===== src/hw/sxr_pkg.sv =====
`default_nettype none

package sxr_pkg;

   // ----------------------------------------------------------------
   // Sizes
   // ----------------------------------------------------------------
   localparam int           REG_W         = 8;
   localparam int           ADDR_W        = 12;
   localparam int           DATA_W        = 32;
   localparam int           SYNC_STAGES   = 2;
   localparam int           CTRL_W        = 5;

   // ----------------------------------------------------------------
   // Register offsets
   // ----------------------------------------------------------------
   localparam logic [11:0]  OFS_CTRL      = 12'h000;
   localparam logic [11:0]  OFS_STATUS    = 12'h004;
   localparam logic [11:0]  OFS_PINS      = 12'h008;

   // ----------------------------------------------------------------
   // Control fields
   // ----------------------------------------------------------------
   localparam int           CTRL_GO_N     = 0;
   localparam int           CTRL_SERIAL   = 1;
   localparam int           CTRL_SIGN_N   = 2;
   localparam int           CTRL_SEL      = 3;
   localparam int           CTRL_DRV_N    = 4;
   localparam logic [4:0]   CTRL_RST      = 5'h17;

   // ----------------------------------------------------------------
   // Status fields
   // ----------------------------------------------------------------
   localparam int           STAT_VAL_LSB  = 0;
   localparam int           STAT_OE       = 8;
   localparam int           STAT_FULL     = 9;
   localparam int           STAT_MODE_LSB = 10;

   typedef enum logic [1:0] {
      MODE_HOLD,
      MODE_SHIFT_IN,
      MODE_SIGN_EXT,
      MODE_LOAD
   } sxr_mode_t;

endpackage : sxr_pkg

`default_nettype wire


===== src/hw/sxr_sync.sv =====
`timescale 1ns/1ps
`default_nettype none

module sxr_sync #(
   parameter int W = 1
) (
   input  wire logic         clk,
   input  wire logic         rst_n,
   input  wire logic [W-1:0] d,
   output logic      [W-1:0] q
);

   // ----------------------------------------------------------------
   // Two stages; first stage feeds only the second
   // ----------------------------------------------------------------
   logic [W-1:0] meta_q;

   always_ff @(posedge clk or negedge rst_n) begin
      if (!rst_n) begin
         meta_q <= '0;
         q      <= '0;
      end else begin
         meta_q <= d;
         q      <= meta_q;
      end
   end

endmodule : sxr_sync

`default_nettype wire


===== src/hw/sxr_buf2.sv =====
`timescale 1ns/1ps
`default_nettype none

module sxr_buf2 #(
   parameter int W = 8
) (
   input  wire logic         clk,
   input  wire logic         rst_n,
   input  wire logic         in_valid,
   output logic              in_ready,
   input  wire logic [W-1:0] in_data,
   output logic              out_valid,
   input  wire logic         out_ready,
   output logic      [W-1:0] out_data
);

   // ----------------------------------------------------------------
   // Head drives the outputs, tail catches the word during a stall
   // ----------------------------------------------------------------
   logic [W-1:0] tail_q;
   logic         tail_v_q;
   logic [W-1:0] head_d;
   logic [W-1:0] tail_d;
   logic         head_v_d;
   logic         tail_v_d;
   wire          push = in_valid & in_ready;
   wire          pop  = out_valid & out_ready;

   always_comb begin
      head_d   = out_data;
      head_v_d = out_valid;
      tail_d   = tail_q;
      tail_v_d = tail_v_q;
      if (pop) begin
         head_d   = tail_q;
         head_v_d = tail_v_q;
         tail_v_d = 1'b0;
      end
      if (push) begin
         if (head_v_d) begin
            tail_d   = in_data;
            tail_v_d = 1'b1;
         end else begin
            head_d   = in_data;
            head_v_d = 1'b1;
         end
      end
   end

   always_ff @(posedge clk or negedge rst_n) begin
      if (!rst_n) begin
         out_data  <= '0;
         out_valid <= 1'b0;
         tail_q    <= '0;
         tail_v_q  <= 1'b0;
         in_ready  <= 1'b1;
      end else begin
         out_data  <= head_d;
         out_valid <= head_v_d;
         tail_q    <= tail_d;
         tail_v_q  <= tail_v_d;
         in_ready  <= ~tail_v_d;
      end
   end

endmodule : sxr_buf2

`default_nettype wire


===== src/hw/sxr_top.sv =====
`timescale 1ns/1ps
`default_nettype none

module sxr_top #(
   parameter int REG_W = sxr_pkg::REG_W
) (
   input  wire logic                      pclk,
   input  wire logic                      presetn,
   input  wire logic [sxr_pkg::ADDR_W-1:0] paddr,
   input  wire logic                      psel,
   input  wire logic                      penable,
   input  wire logic                      pwrite,
   input  wire logic [sxr_pkg::DATA_W-1:0] pwdata,
   output logic      [sxr_pkg::DATA_W-1:0] prdata,
   output logic                           pready,
   output logic                           pslverr,
   input  wire logic                      clear_all_n,
   input  wire logic                      entry_a,
   input  wire logic                      entry_b,
   input  wire logic [REG_W-1:0]          bus_pins_i,
   output logic      [REG_W-1:0]          bus_pins_o,
   output logic                           bus_pins_oe,
   output logic                           low_bit_out,
   output logic      [REG_W-1:0]          word_data,
   output logic                           word_valid,
   input  wire logic                      word_ready
);

   // ----------------------------------------------------------------
   // Declarations
   // ----------------------------------------------------------------
   logic [REG_W-1:0]           shift_q;
   logic [REG_W-1:0]           shift_d;
   logic [sxr_pkg::CTRL_W-1:0] ctrl_q;
   logic [sxr_pkg::CTRL_W-1:0] ctrl_d;
   logic                       oe_q;
   logic                       oe_d;
   sxr_pkg::sxr_mode_t         mode_q;
   sxr_pkg::sxr_mode_t         mode_d;
   logic                       clr_rst_n;
   logic [REG_W+1:0]           pins_sync;
   logic [REG_W-1:0]           pins_s;
   logic                       entry_a_s;
   logic                       entry_b_s;
   logic                       buf_in_ready;
   logic [sxr_pkg::DATA_W-1:0] rdata_d;
   logic                       err_d;

   // ----------------------------------------------------------------
   // Clear: asserts at once, releases on a clock edge
   // ----------------------------------------------------------------
   // Synchronised release avoids a recovery hazard against pclk
   wire clr_async_n = presetn & clear_all_n;

   sxr_sync #(
      .W     (1)
   ) u_clr_sync (
      .clk   (pclk),
      .rst_n (clr_async_n),
      .d     (1'b1),
      .q     (clr_rst_n)
   );

   // ----------------------------------------------------------------
   // Pin inputs
   // ----------------------------------------------------------------
   sxr_sync #(
      .W     (REG_W + 2)
   ) u_pin_sync (
      .clk   (pclk),
      .rst_n (presetn),
      .d     ({entry_b, entry_a, bus_pins_i}),
      .q     (pins_sync)
   );

   assign pins_s    = pins_sync[REG_W-1:0];
   assign entry_a_s = pins_sync[REG_W];
   assign entry_b_s = pins_sync[REG_W+1];

   // ----------------------------------------------------------------
   // Control fields
   // ----------------------------------------------------------------
   wire go_n_c    = ctrl_q[sxr_pkg::CTRL_GO_N];
   wire serial_c  = ctrl_q[sxr_pkg::CTRL_SERIAL];
   wire sign_n_c  = ctrl_q[sxr_pkg::CTRL_SIGN_N];
   wire sel_c     = ctrl_q[sxr_pkg::CTRL_SEL];
   wire drv_n_c   = ctrl_q[sxr_pkg::CTRL_DRV_N];

   // ----------------------------------------------------------------
   // Shift datapath
   // ----------------------------------------------------------------
   // A full snapshot buffer stalls the step so no word is lost
   wire go_req    = ~go_n_c & clr_rst_n;
   wire go        = go_req & buf_in_ready;
   wire entry_bit = sel_c ? entry_b_s : entry_a_s;
   wire top_in    = sign_n_c ? entry_bit : shift_q[REG_W-1];
   wire [REG_W-1:0] shifted = {top_in, shift_q[REG_W-1:1]};
   wire [REG_W-1:0] step    = serial_c ? shifted : pins_s;

   assign shift_d = go ? step : shift_q;

   // Drive-enable does not gate the datapath at all
   always_ff @(posedge pclk or negedge clr_rst_n) begin
      if (!clr_rst_n) begin
         shift_q <= '0;
      end else begin
         shift_q <= shift_d;
      end
   end

   assign mode_d = !go        ? sxr_pkg::MODE_HOLD :
                   !serial_c  ? sxr_pkg::MODE_LOAD :
                   sign_n_c   ? sxr_pkg::MODE_SHIFT_IN :
                                sxr_pkg::MODE_SIGN_EXT;

   always_ff @(posedge pclk or negedge presetn) begin
      if (!presetn) begin
         mode_q <= sxr_pkg::MODE_HOLD;
      end else begin
         mode_q <= mode_d;
      end
   end

   // ----------------------------------------------------------------
   // Bus pin drivers
   // ----------------------------------------------------------------
   // Taken from the next control value so the enable moves with it
   assign oe_d = ~ctrl_d[sxr_pkg::CTRL_DRV_N] & ctrl_d[sxr_pkg::CTRL_SERIAL];

   always_ff @(posedge pclk or negedge presetn) begin
      if (!presetn) begin
         oe_q <= 1'b0;
      end else begin
         oe_q <= oe_d;
      end
   end

   assign bus_pins_o  = shift_q;
   assign bus_pins_oe = oe_q;
   assign low_bit_out = shift_q[0];

   // ----------------------------------------------------------------
   // Snapshot buffer
   // ----------------------------------------------------------------
   sxr_buf2 #(
      .W         (REG_W)
   ) u_buf (
      .clk       (pclk),
      .rst_n     (presetn),
      .in_valid  (go_req),
      .in_ready  (buf_in_ready),
      .in_data   (step),
      .out_valid (word_valid),
      .out_ready (word_ready),
      .out_data  (word_data)
   );

   // ----------------------------------------------------------------
   // APB slave
   // ----------------------------------------------------------------
   // One wait-free access cycle: pready rises at the setup edge
   wire setup     = psel & ~penable;
   wire access    = psel & penable & pready;
   wire hit_ctrl  = (paddr == sxr_pkg::OFS_CTRL);
   wire hit_stat  = (paddr == sxr_pkg::OFS_STATUS);
   wire hit_pins  = (paddr == sxr_pkg::OFS_PINS);
   wire hit_any   = hit_ctrl | hit_stat | hit_pins;
   wire wr_ctrl   = access & pwrite & hit_ctrl;

   assign ctrl_d  = wr_ctrl ? pwdata[sxr_pkg::CTRL_W-1:0] : ctrl_q;

   wire [sxr_pkg::DATA_W-1:0] stat_word = {
      {(sxr_pkg::DATA_W - 12){1'b0}},
      mode_q,
      ~buf_in_ready,
      oe_q,
      shift_q
   };

   always_comb begin
      rdata_d = '0;
      err_d   = 1'b0;
      if (!hit_any) begin
         err_d = 1'b1;
      end else if (pwrite) begin
         rdata_d = '0;
      end else if (hit_ctrl) begin
         rdata_d = {{(sxr_pkg::DATA_W - sxr_pkg::CTRL_W){1'b0}}, ctrl_q};
      end else if (hit_stat) begin
         rdata_d = stat_word;
      end else begin
         rdata_d = {{(sxr_pkg::DATA_W - REG_W){1'b0}}, pins_s};
      end
   end

   always_ff @(posedge pclk or negedge presetn) begin
      if (!presetn) begin
         ctrl_q  <= sxr_pkg::CTRL_RST;
         pready  <= 1'b0;
         pslverr <= 1'b0;
         prdata  <= '0;
      end else begin
         ctrl_q  <= ctrl_d;
         pready  <= setup;
         pslverr <= setup & err_d;
         prdata  <= setup ? rdata_d : '0;
      end
   end
endmodule : sxr_top

`default_nettype wire


===== config.mk =====
export PLATFORM = sky130hd
export DESIGN_NAME = sxr_top
export DESIGN_NICKNAME = d
export VERILOG_FILES = /design/src/hw/sxr_pkg.sv /design/src/hw/sxr_sync.sv /design/src/hw/sxr_buf2.sv /design/src/hw/sxr_top.sv
export SDC_FILE = /design/constraint.sdc
export NUM_CORES = 1
export LEC_CHECK = 0
export ABC_AREA = 1
export BUFFER_PORTS_ARGS = -buffer_cell sky130_fd_sc_hd__buf_2
export CORE_MARGIN = 5
export CORE_UTILIZATION = 40
export DETAILED_ROUTE_END_ITERATION = 7
export PLACE_DENSITY = 0.69
export SYNTH_ARGS = -nofsm -noshare
export SYNTH_HDL_FRONTEND = slang
export SYNTH_HIERARCHICAL = 1
export SYNTH_SLANG_ARGS = --single-unit

===== constraint.sdc =====
create_clock -name pclk -period 0.8 [get_ports pclk]
set_input_delay 0.12 -clock pclk [delete_from_list [all_inputs] [get_ports pclk]]
set_output_delay 0.12 -clock pclk [all_outputs]
set_load 0.05 [all_outputs]

Word-level counts from Yosys, hierarchy flattened
Index checks and enable logic that the tools add are counted.
- equal/unequal tests: 2
- reduce and logical (&&, ||, !) cells: 2
- muxes and demuxes: 21
- bitwise gates (word level): 18
- operators with widths (operator ; number):
    32-bit 2-to-1 mux ; 3
    8-bit 2-to-1 mux ; 4
    12-bit 2-to-1 mux ; 2
    12-bit by 3-bit equality test with 1-bit output, second input constant ; 1
    12-bit by 4-bit equality test with 1-bit output, second input constant ; 1
    12-bit logical NOT ; 1
    1-bit AND ; 11
    1-bit 2-to-1 mux ; 8
    2-bit 2-to-1 mux ; 3
    5-bit 2-to-1 mux ; 1
    1-bit inverter ; 5
    1-bit bitwise OR ; 2
    2-bit AND reduction ; 1
- input port bits: 61
- flip-flop bits (word level): 91
- logic and storage cells: 60
- output and inout port bits: 53

Longest topological paths before layout
Gate-level depths: netlist (run 1).
- depth in word-level cells: 7
- mapped depth: 8

Modules after synthesis
Netlist (run 1), hierarchy kept.
- modules (own cells, without submodules) (module ; cells each ; instances ; area an instance (um^2) ; seq. area each (um^2)):
    sxr_top ; 213 ; 1 ; 1672.9 ; 755.7
    sxr_buf2 ; 107 ; 1 ; 942.2 ; 476.7
    sxr_sync at u_pin_sync ; 20 ; 1 ; 500.5 ; 500.5
    sxr_sync at u_clr_sync ; 2 ; 1 ; 50.0 ; 50.0

Worst setup path after synthesis (run 1)
OpenSTA, ideal clock, no wires.
- path kind: flip-flop to flip-flop
- start point: register pready
- end point: register oe_q (netlist: bus_pins_oe)
- stages on the path, launching flop included: 7
- setup time: 0.071 ns
- arrival: 1.266 ns
- buffers on the path: 0
- slack: -0.537 ns
- path through: dfrtp_1 -> nand2_1 -> nor2_1 -> nand3_4 -> nand2_1 -> nand2_1 -> nor2_1
- cells in the longest elaborated chain, start to end: 6
- ends and longest elaborated chain (item ; line ; text):
    start: declaration ; sxr_top.sv:15 ; output logic pready,
    start signal: assignment ; sxr_top.sv:204 ; pready <= setup;
    1-bit AND * ; sxr_top.sv:163 ; wire access = psel & penable & pready;
    1-bit AND * (2 in series) ; sxr_top.sv:168 ; wire wr_ctrl = access & pwrite & hit_ctrl;
    5-bit 2-to-1 mux * ; sxr_top.sv:170 ; assign ctrl_d = wr_ctrl ? pwdata[sxr_pkg::CTRL_W-1:0] : ctrl_q;
    1-bit inverter ; sxr_top.sv:128 ; assign oe_d = ~ctrl_d[sxr_pkg::CTRL_DRV_N] & ctrl_d[sxr_pkg::CTRL_SERIAL];
    1-bit AND * ; sxr_top.sv:128 ;
    net oe_d ; sxr_top.sv:37 ; logic oe_d;
    end signal: assignment ; sxr_top.sv:132 ; oe_q <= 1'b0;
    end signal: assignment ; sxr_top.sv:134 ; oe_q <= oe_d;
    end: declaration ; sxr_top.sv:36 ; logic oe_q;
The timed path passes the listed nets; every way through them passes the cells marked *.
A chain may end at the register's enable or synchronous reset.

Worst setup path after layout (run 1)
- start point: register ctrl_q[1] (netlist bit)
- end point: register u_buf.tail_q[0]
- cells in the longest elaborated chain, start to end: 1
- ends and longest elaborated chain (item ; line ; text):
    start: declaration ; sxr_top.sv:34 ; logic [sxr_pkg::CTRL_W-1:0] ctrl_q;
    start signal: assignment ; sxr_top.sv:198 ; ctrl_q <= sxr_pkg::CTRL_RST;
    start signal: assignment ; sxr_top.sv:203 ; ctrl_q <= ctrl_d;
    8-bit 2-to-1 mux ; sxr_top.sv:98 ; wire [REG_W-1:0] step = serial_c ? shifted : pins_s;
    net step[0] ; sxr_top.sv:98 ;
    end signal: assignment ; sxr_buf2.sv:60 ; tail_q <= tail_d;
    end: declaration ; sxr_buf2.sv:20 ; logic [W-1:0] tail_q;
The timed path passes the listed nets, and every way through them passes these cells.

==> run_results.csv, run 1 <==
group,metric,value,unit
logic_synthesis,ys_ff_latch,71,
run,max-cap-violations,0,
worst_setup_path,startpoint_type,"flop",
worst_setup_path,crit_type,"flop to flop",
logic_synthesis,synthCells,342,
global_routing,grt.total_usage,0.1721,
worst_setup_path,cp-end-kind,"flop",
final_layout,nets,560,
worst_hold_path,min_to,"ctrl_q[4]",
timing,period_needed,1.241,ns
outcome,status,"complete, but fails checks",
placement,place_ws,-0.4791,ns
floorplan,io_pins,114,
logic_synthesis,ys_types,25,
cts,root_buffer,"clkbuf_8",
floorplan,core_area,7727,um^2
global_routing,antenna_found_initial,0,
power,leakagePower,2.632,nW
floorplan,die_h,98.96,um
cts,cts_buffers,9,
logic_synthesis,syn-mean-instance-area,9.256,um^2
final_layout,num_antenna_cells,0,
final_layout,drive_gt1_frac,0.4782,
placement,portBuffers,66,
drt,drt-vias-per-instance,4.706,
outcome,violations,"setup timing",
drt,wl_per_cell,13.98,um
power,powerDensity,3085,nW/um^2
worst_setup_path,worstPathArrival,1.47,ns
logic_synthesis,yosys_warnings,6,
final_layout,areaGrowthSynthToFinish,62.37,%
cts,cts_sinks,71,
floorplan,start_util,0.4097,
drt,routed_wl,8470,um
timing,hold_violations,0,
global_routing,grt_max_degree,28,
cts,ctsLongestPathBuffers,2,
timing,rsz0062_at_grt,"true",
logic_synthesis,ys_seq_area_frac,0.5632,
logic_synthesis,syn-cell-area,3166,um^2
cts,cts_tree,"yes",
worst_setup_path,r2r_start,"ctrl_q[1]",
placement,placed_area,3990,um^2
worst_setup_path,r2r_slack,-0.44,ns
drt,drtIter0Drc,165,
timing,layout_setup_ws,-0.4407,ns
cts,htree_levels,3,
final_layout,final_cell_area,5140,um^2
global_routing,gr-total-overflow,0,
worst_setup_path,worstReg2RegEnd,"u_buf/tail_q[0]",
timing,max_freq,806.0,MHz
timing,finalSetupViolCount,77,
timing,min_period_over_period,1.551,
timing,fin_skew,0.01679,ns
global_routing,grt_pass1_wl,13500,um
placement,place_congestion,0.8629,
worst_setup_path,path_max_fanout,11,
drt,final_antenna_net_count,0,
worst_hold_path,hold_class,"primary input to flop",
timing,hold_ws,0.03699,ns
worst_setup_path,reg2reg_depth,6,
worst_setup_path,critPathRequiredTime,1.03,ns
global_routing,grt_pass1_vias,2850,
floorplan,rows,32,
final_layout,final_util,0.6652,
drt,dr_total_vias,2852,
cts,clkLatencyLatePin,0.35,ns
placement,hpwl,5624,um
cts,clkTransAtPathRegs,0.08,ns
timing,finalMaxSlewViolations,0,
drt,drc,0,
worst_hold_path,worstHoldPathCells,3,
power,peakVddDrop,1637,uV
floorplan,dieWidth,98.96,um
worst_hold_path,min_from,"pwdata[4]",
drt,dr.pass1.iters,5,
floorplan,die_area,9793,um^2
[sequential cells by signal, summed over array words and instances (netlist names)]
signal             count
u_buf/tail_q           8
u_clr_sync/q           1
u_clr_sync/meta_q      1
pready                 1
u_buf/tail_v_q         1
bus_pins_o             8
u_buf/out_data         8
u_pin_sync/q          10
u_buf/out_valid        1
u_pin_sync/meta_q     10
prdata                12
ctrl_q                 5
bus_pins_oe            1
mode_q                 2
pslverr                1
u_buf/in_ready         1
[layout by cell type (no fill, tap or decap), types with 14 or more instances in the layout]
cell type and instances:
buf_4 41, nand2_1 92, nand3_1 14, buf_2 33, dlygate4sd3_1 14, buf_6 50
dfrtp_1 55, inv_1 25, conb_1 21, nor2_1 14
[stage by stage]
step | instances | power (W) | TNS [ns]
after CTS | 597 | 0.01547 | -21.65
after global placement | 546 | 0.009662 | -17.06
after floorplan | 361 | 0.008320 | -12.98
after detailed placement | 546 | 0.009747 | -18.08
final | 606 | 0.01586 | -21.75
after global routing | 606 | 0.01658 | -25.49
[critical path, stage by stage (launching register included)]
cell     delay, ns
dfstp_2       0.58
inv_4         0.08
buf_4         0.17
nand2_2       0.08
o21ai_4       0.06
nand4_1       0.09
nand2_1       0.06
[worst max-delay path by stage]
| stage | startpoint | end | slack, ns | cells past startpoint |
|---|---|---|---|---|
| finish | ctrl_q[1] | u_buf/tail_q[0] | -0.44 | 6 |
| global route | ctrl_q[1] | u_buf/tail_q[0] | -0.51 | 6 |
| CTS | ctrl_q[1] | u_buf/tail_q[7] | -0.44 | 7 |
| detailed placement | ctrl_q[1] | u_buf/tail_q[0] | -0.48 | 5 |
| global placement | ctrl_q[1] | u_buf/tail_q[7] | -0.43 | 6 |
| floorplan | ctrl_q[1] | u_buf/tail_q[2] | -0.37 | 6 |
[where the power goes]
part / switching [W] / internal, W / total [W] / leakage, nW
Combinational: 0.00397 / 0.00316 / 0.00713 / 1.63
Sequential: 0.000538 / 0.00430 / 0.00484 / 0.870
Clock: 0.00133 / 0.00256 / 0.00388 / 0.136
Total: 0.00583 / 0.0100 / 0.0159 / 2.63
[synth_stat cells]
cell | n | area share
nand2_1 | 104 | 0.12
dfrtp_1 | 66 | 0.52
inv_1 | 29 | 0.034
nor2_1 | 28 | 0.033
nand3_1 | 24 | 0.038
buf_4 | 21 | 0.050
o21ai_0 | 14 | 0.022
a21oi_1 | 10 | 0.016
nand4_1 | 10 | 0.020
buf_6 | 5 | 0.018
dfstp_2 | 5 | 0.042
o211ai_1 | 5 | 0.012
nand2_2 | 3 | 0.0059
conb_1 | 2 | 0.0024
inv_2 | 2 | 0.0024
nand2_4 | 2 | 0.0071
nand2_8 | 2 | 0.013
nand3_4 | 2 | 0.011
nor2_2 | 2 | 0.0040
buf_12 | 1 | 0.0063
buf_2 | 1 | 0.0016
nand4_2 | 1 | 0.0040
nor2_8 | 1 | 0.0063
nor3_4 | 1 | 0.0051
or2_0 | 1 | 0.0020
[repair_timing]
item / in CTS / in global routing
hold buffers: 14 / 0
pin swaps: 15 / 19
buffers inserted: 18 / 9
resized for setup: 125 / 19
setup endpoints to repair: 77 / 80
gates cloned: 3 / 1
hold endpoints to repair: 70 / 0
[final cells by class]
cell class,instances,area (um^2)
clock buffer,11,151.4
clock inverter,5,127.6
fill,556,2587
inverter,31,126.4
multi-input combinational,234,1386
sequential,71,1797
tap,102,127.6
timing repair buffer,152,1424
[cells by family after synthesis]
group | synth area share
AOI/OAI and AO/OA | 0.04981
buffers and inverters | 0.1122
DFF | 0.5632
other | 0.002372
and+or+nand+nor | 0.2723
[per-layer routing]
layer | share of wire | track usage | routed length (um)
met2 | 0.51 | 0.2887 | 4335
met4 | 0.016 | 0.07143 | 136
met5 | 0 | 0 | 0
met3 | 0.060 | 0.02477 | 512
met1 | 0.41 | 0.2227 | 3485
Note: power is estimated with default switching activity, not from simulation.
==> run 2, diff against run 1 <==
--- a/config.mk
+++ b/config.mk
@@ -10,8 +10,7 @@
 export CORE_MARGIN = 5
 export CORE_UTILIZATION = 40
 export DETAILED_ROUTE_END_ITERATION = 7
-export PLACE_DENSITY = 0.69
+export PLACE_DENSITY = 0.7
 export SYNTH_ARGS = -nofsm -noshare
 export SYNTH_HDL_FRONTEND = slang
-export SYNTH_HIERARCHICAL = 1
 export SYNTH_SLANG_ARGS = --single-unit
==> run 2 against run 1 <==
Compared with the run above:
- the flow finishes with violations (hold timing, setup timing)
- final area is 5.0% higher
- routed wire length increased by 22%
- total power fell by 50%
- clock power down 14%
- non-clock buffer count up 6
- fmax shrank 7.0%
- global-route usage grew 1.0 points
- combinational power fell by 88%
- sequential power shrank 23%
- final cell count fell by 2.1%
- critical endpoint is now u_buf.out_data[2]
- largest power group is now registers
- highest routed layer unchanged
==> run_results.csv, run 2 <==
group,metric,value,unit
logic_synthesis,synth_top_area_cell,"dfrtp_1",
cts,hold_buffers,12,
final_layout,nets,547,
logic_synthesis,yosys-top-cells-count,"78 x nand2_1, 66 x dfrtp_1, 36 x nor2_1",
placement,place_congestion,0.8172,
final_layout,fillerInstances,489,
global_routing,gr-total-overflow,0,
final_layout,areaGrowthSynthToFinish,75.29,%
timing,finalSetupViolCount,81,
cts,cts_tree,"yes",
floorplan,die_area,9553,um^2
logic_synthesis,yosys.area_share.simple,0.2365,
floorplan,dieWidth,97.74,um
timing,max_freq,749.7,MHz
worst_setup_path,worstReg2RegEnd,"u_buf.out_data[2]",
timing,hold_ws,-0.001895,ns
global_routing,grt.total_usage,0.1821,
logic_synthesis,yosysMostFrequentCell,"nand2_1",
drt,dr.pass1.iters,5,
worst_setup_path,crit_type,"flop to flop",
logic_synthesis,synth_mux_area_frac,0,
global_routing,grt_pass1_vias,2868,
worst_hold_path,min_to,"pready",
final_layout,final_cell_area,5398,um^2
outcome,violations,"hold timing, setup timing",
logic_synthesis,syn-cell-area,3079,um^2
placement,hpwl,5479,um
drt,wl_per_cell,17.36,um
drt,final_antenna_net_count,0,
worst_setup_path,reg2reg_depth,6,
outcome,status,"complete, but fails checks",
logic_synthesis,ys_types,30,
logic_synthesis,synth_edf_count,0,
logic_synthesis,synth_xor_xnor_area_share,0,
floorplan,rows,32,
logic_synthesis,synth-adder-area-share,0,
logic_synthesis,yosysTopAreaCellShare,0.5364,
cts,htree_levels,3,
power,peakVddDrop,1119,uV
timing,period_needed,1.334,ns
logic_synthesis,yosys-top-cells-area,"dfrtp_1 54%, nand2_1 9.5%, buf_4 5.4%",
worst_setup_path,path_max_fanout,5,
worst_setup_path,critPathRequiredTime,1.05,ns
timing,rsz0062_at_grt,"true",
floorplan,core_area,7607,um^2
cts,cts_buffers,9,
final_layout,reg_top3,"prdata: 12 flops, u_pin_sync.meta_q: 10 flops, u_pin_sync.q: 10 flops",
drt,dr_total_vias,3013,
power,powerDensity,1463,nW/um^2
floorplan,die_h,97.74,um
worst_setup_path,startpoint_type,"flop",
final_layout,final_common_cell,"buf_6",
global_routing,grt_max_degree,36,
global_routing,antenna_found_initial,0,
placement,portBuffers,66,
worst_hold_path,worstHoldPathCells,2,
final_layout,final_util,0.7095,
logic_synthesis,yosys_warnings,0,
cts,clkTransAtPathRegs,0.08,ns
logic_synthesis,ys_seq_area_frac,0.5790,
power,fin_total_pwr,0.007896,W
worst_setup_path,worstPathArrival,1.58,ns
logic_synthesis,synth_top_family_by_area,"simple AND/OR/NAND/NOR gates",
final_layout,largest_reg_flops,12,
final_layout,num_antenna_cells,0,
worst_hold_path,hold_class,"primary input to flop",
worst_setup_path,r2r_slack,-0.53,ns
floorplan,io_pins,114,
cts,cts_sinks,71,
run,max-cap-violations,0,
drt,drc,0,
logic_synthesis,synth_ff_type,"dfrtp_1",
timing,finalMaxSlewViolations,0,
logic_synthesis,syn-mean-instance-area,9.359,um^2
timing,fin_skew,0.007570,ns
drt,routed_wl,10300,um
worst_hold_path,min_from,"penable",
drt,drt-vias-per-instance,5.081,
cts,ctsLongestPathBuffers,2,
placement,placed_area,3846,um^2
logic_synthesis,synthCells,329,
timing,layout_setup_ws,-0.5338,ns
logic_synthesis,async_reset_ff_frac,1.000,
drt,drtIter0Drc,210,
logic_synthesis,ys_ff_latch,71,
global_routing,grt_pass1_wl,13790,um
final_layout,drive_gt1_frac,0.6029,
worst_setup_path,cp-end-kind,"flop",
final_layout,final_cell_mix,"61 x buf_6, 56 x dfrtp_1, 50 x nand2_1, 43 x buf_4, 28 x buf_2",
worst_setup_path,r2r_start,"ctrl_q[1]",
power,leakagePower,2.623,nW
cts,root_buffer,"clkbuf_8",
cts,clkLatencyLatePin,0.34,ns
floorplan,start_util,0.4048,
logic_synthesis,synth_compound_area_frac,0.07192,
timing,hold_violations,1,
timing,min_period_over_period,1.667,
final_layout,regMostFlops,"prdata",
-- run 2: changes by cell type in the layout (fill, tap and decap cells not counted), sizes merged, moves of 5 or more --
cell,previous run,this run
nand2,112,83
buf,137,145
nand4,11,2
nor2,32,39
a31oi,0,6
inv,31,26
o21ai,14,19
-- run 2: critical path, stage by stage (launching register included) --
cell,delay [ns]
dfstp_2,0.56
buf_6,0.15
buf_12,0.14
nand2_2,0.09
o21ai_4,0.09
nor2_2,0.06
a31oi_1,0.16
-- run 2: worst max path at each step --
stage | start | end | slack (ns) | cells after the start
finish | ctrl_q[1] | u_buf.out_data[2] | -0.53 | 6
global route | u_buf.in_ready | u_buf.tail_q[6] | -0.55 | 5
CTS | u_buf.in_ready | u_buf.tail_q[4] | -0.44 | 4
detailed placement | paddr[7] | prdata[2] | -0.56 | 9
global placement | paddr[5] | prdata[2] | -0.50 | 9
floorplan | u_buf.out_valid | u_buf.out_data[5] | -0.48 | 6
-- run 2: logic make-up (layout without fill, tap and decap cells) --
kind of cell,Yosys count,in the layout
AO/OA/AOI/OAI,40,40
buffers and inverters,58,200
flip-flops,71,71
other,2,21
AND/OR/NAND/NOR,158,159
-- run 2: what timing repair did --
action | CTS | global route
cloned | 2 | 4
hold endpoints to repair | 72 | 1
pin swaps | 51 | 40
setup buffers | 29 | 15
gates resized for setup | 156 | 62
endpoints found under the setup margin | 81 | 81
-- run 2: per-layer routing --
layer	GRT usage	vias up	wire, um
met2	0.3052	172	5213
li1	-	1315	-
met4	0.07348	0	261
met1	0.2282	1503	4131
met3	0.04214	23	691
met5	0	-	0
-- run 2: power breakdown --
group          switching [W]  internal, W  total [W]
Clock                0.00131      0.00201    0.00332
Combinational       0.000573     0.000290   0.000863
Sequential         0.0000444      0.00367    0.00371
-- run 2: layout make-up --
class	instances	area (um^2)	share of cell area
clock inverter	3	65.06	0.01205
clock buffer	13	168.9	0.03129
sequential	71	1795	0.3326
multi-input combinational	220	1573	0.2914
timing repair buffer	158	1560	0.2891
inverter	26	107.6	0.01994
tap	102	127.6	0.02364
-- run 2: per-stage QoR --
stage          std cells  TNS (ns)  setup WS, ns
6_report             593    -23.66       -0.5338
4_1_cts              576    -20.74       -0.4380
3_3_place_gp         521    -18.58       -0.4951
2_1_floorplan        348    -15.12       -0.4832
3_5_place_dp         521    -20.22       -0.5603
5_1_grt              593    -26.61       -0.5550
==> run 3, diff against run 2 <==
--- a/config.mk
+++ b/config.mk
@@ -7,10 +7,13 @@
 export LEC_CHECK = 0
 export ABC_AREA = 1
 export BUFFER_PORTS_ARGS = -buffer_cell sky130_fd_sc_hd__buf_2
+export CAP_MARGIN = 20
 export CORE_MARGIN = 5
 export CORE_UTILIZATION = 40
+export CTS_BUF_LIST = sky130_fd_sc_hd__clkbuf_16
 export DETAILED_ROUTE_END_ITERATION = 7
 export PLACE_DENSITY = 0.7
+export SKIP_CTS_REPAIR_TIMING = 1
 export SYNTH_ARGS = -nofsm -noshare
 export SYNTH_HDL_FRONTEND = slang
 export SYNTH_SLANG_ARGS = --single-unit
==> run 3 against run 2 <==
Compared with the run above:
- critical path type unchanged
- critical endpoint is now u_buf.tail_q[2]
- fmax shrank 2.6%
- routed wire length shrank 6.7%
- final cell count shrank 1.0%
- sequential cell count is the same
- final area shrank 1.8%
- global-route usage shrank 2.1 points
- worst setup slack lost 0.036 ns
- the flow finishes with violations (setup timing)
- core utilization shrank 1.3 points
- die area is the same
- largest power group is now the clock network
- via count shrank 3.3%
- total power grew 9.7%
==> run_results.csv, run 3 (synthesis results as in run 2) <==
group,metric,value,unit
final_layout,final_cell_count_no_fill,587,
worst_setup_path,critPathRequiredTime,1.01,ns
timing,layout_setup_ws,-0.5696,ns
timing,period_needed,1.370,ns
floorplan,core_area,7607,um^2
final_layout,fillerInstances,507,
global_routing,grt.total_usage,0.1612,
power,intPower,0.006627,W
power,power_frac_seq,0.429,
worst_setup_path,r2r_slack,-0.57,ns
placement,portBuffers,66,
power,powerDensity,1634,nW/um^2
final_layout,final_cell_mix,"59 x buf_6, 58 x nand2_1, 55 x dfrtp_1, 41 x buf_4, 27 x buf_2",
cts,clkLatencyLatePin,0.33,ns
global_routing,grt_max_degree,36,
floorplan,rows,32,
power,swShare,0.2349,
final_layout,reg_top3,"prdata: 12 flops, u_pin_sync.meta_q: 10 flops, u_pin_sync.q: 10 flops",
worst_setup_path,cp-end-kind,"flop",
timing,min_period_over_period,1.712,
global_routing,grt_pass1_wl,12040,um
worst_setup_path,crit_type,"flop to flop",
drt,routed_wl,9612,um
drt,drt-vias-per-instance,4.966,
cts,cts_sinks,71,
drt,final_antenna_net_count,0,
floorplan,io_pins,114,
placement,dp_cells,521,
cts,cts_buffers,9,
final_layout,drive_gt1_frac,0.5505,
cts,cts_tree,"yes",
power,pwr-share-comb,0.097,
outcome,violations,"setup timing",
floorplan,die_h,97.74,um
worst_hold_path,worstHoldPathCells,2,
final_layout,final_common_cell,"buf_6",
worst_hold_path,hold_class,"primary input to flop",
floorplan,die_area,9553,um^2
cts,ctsLongestPathBuffers,2,
timing,max_freq,730.1,MHz
cts,root_buffer,"clkbuf_16",
power,pwr-share-clk,0.474,
power,power.net_switching,0.002035,W
final_layout,final_cell_area,5300,um^2
final_layout,regArea,1797,um^2
worst_setup_path,path_max_fanout,8,
final_layout,regMostFlops,"prdata",
timing,fin_skew,0.009345,ns
worst_setup_path,reg2reg_depth,4,
outcome,status,"complete, but fails checks",
global_routing,gr-total-overflow,0,
drt,dr.pass1.iters,4,
final_layout,largest_reg_flops,12,
final_layout,nets,541,
power,leakagePower,2.598,nW
run,max-cap-violations,0,
drt,wl_per_cell,16.37,um
worst_hold_path,min_from,"penable",
worst_setup_path,startpoint_type,"flop",
final_layout,final_util,0.6967,
power,peakVddDrop,1424,uV
cts,htree_levels,3,
final_layout,areaGrowthSynthToFinish,72.13,%
worst_setup_path,worstPathArrival,1.58,ns
timing,rsz0062_at_grt,"true",
global_routing,antenna_found_initial,0,
drt,drc,0,
final_layout,multiInputGateArea,1483,um^2
timing,finalSetupViolCount,81,
floorplan,start_util,0.4048,
placement,place_congestion,0.8172,
final_layout,num_antenna_cells,0,
placement,hpwl,5479,um
drt,dr_total_vias,2915,
cts,clkTransAtPathRegs,0.06,ns
placement,placed_area,3846,um^2
timing,finalMaxSlewViolations,0,
timing,hold_violations,0,
drt,drtIter0Drc,192,
worst_hold_path,min_to,"pready",
global_routing,grt_pass1_vias,2467,
worst_setup_path,worstReg2RegEnd,"u_buf.tail_q[2]",
floorplan,dieWidth,97.74,um
worst_setup_path,r2r_start,"u_buf.in_ready",
## run 3: worst max path at each step
stage,startpoint,end,depth (start not counted)
2_1_floorplan,u_buf.out_valid,u_buf.out_data[5],6
3_3_place_gp,paddr[5],prdata[2],9
3_5_place_dp,paddr[7],prdata[2],9
4_1_cts,ctrl_q[1],u_buf.out_data[7],8
5_1_grt,u_buf.in_ready,u_buf.tail_q[2],4
6_report,u_buf.in_ready,u_buf.tail_q[2],4
## run 3: cell type report
class                           instances  area share
Clock buffer                            9     0.04249
Clock inverter                          7     0.01511
Inverter                               26     0.01983
Multi-Input combinational cell        220      0.2797
Sequential cell                        71      0.3390
Tap cell                              102     0.02408
Timing Repair Buffer                  152      0.2797
## run 3: metal layers
metal / global-route usage / vias to the layer above / share of wire
met5: 0 / - / 0
met4: 0.08094 / 0 / 0.038
met3: 0.04500 / 31 / 0.057
met2: 0.2530 / 146 / 0.50
met1: 0.2051 / 1424 / 0.41
li1: - / 1314 / -
## run 3: critical path, cell delays in order (launching register included)
cell	delay, ns
dfstp_2	0.57
nand3_4	0.14
buf_4	0.20
o21ai_0	0.25
nand2_1	0.09
## run 3: power by group through the flow
stage / sequential [W] / combinational (W) / clock (W)
after floorplan: 0.00384 / 0.000425 / 0
after global placement: 0.00377 / 0.000668 / 0
after detailed placement: 0.00377 / 0.000679 / 0
after CTS: 0.00371 / 0.000683 / 0.00413
after global routing: 0.00372 / 0.000898 / 0.00433
final: 0.00372 / 0.000839 / 0.00411
## run 3: stage by stage
| stage | total power, W | hold slack [ns] | TNS, ns | worst slack (ns) |
|---|---|---|---|---|
| 2_1_floorplan | 0.004264 | -0.1756 | -15.12 | -0.4832 |
| 3_3_place_gp | 0.004435 | 0.0007800 | -18.58 | -0.4951 |
| 3_5_place_dp | 0.004450 | -0.0007906 | -20.22 | -0.5603 |
| 4_1_cts | 0.008523 | -0.3542 | -24.64 | -0.5243 |
| 5_1_grt | 0.008947 | 0.02003 | -25.90 | -0.6513 |
| 6_report | 0.008662 | 0.005258 | -22.63 | -0.5696 |
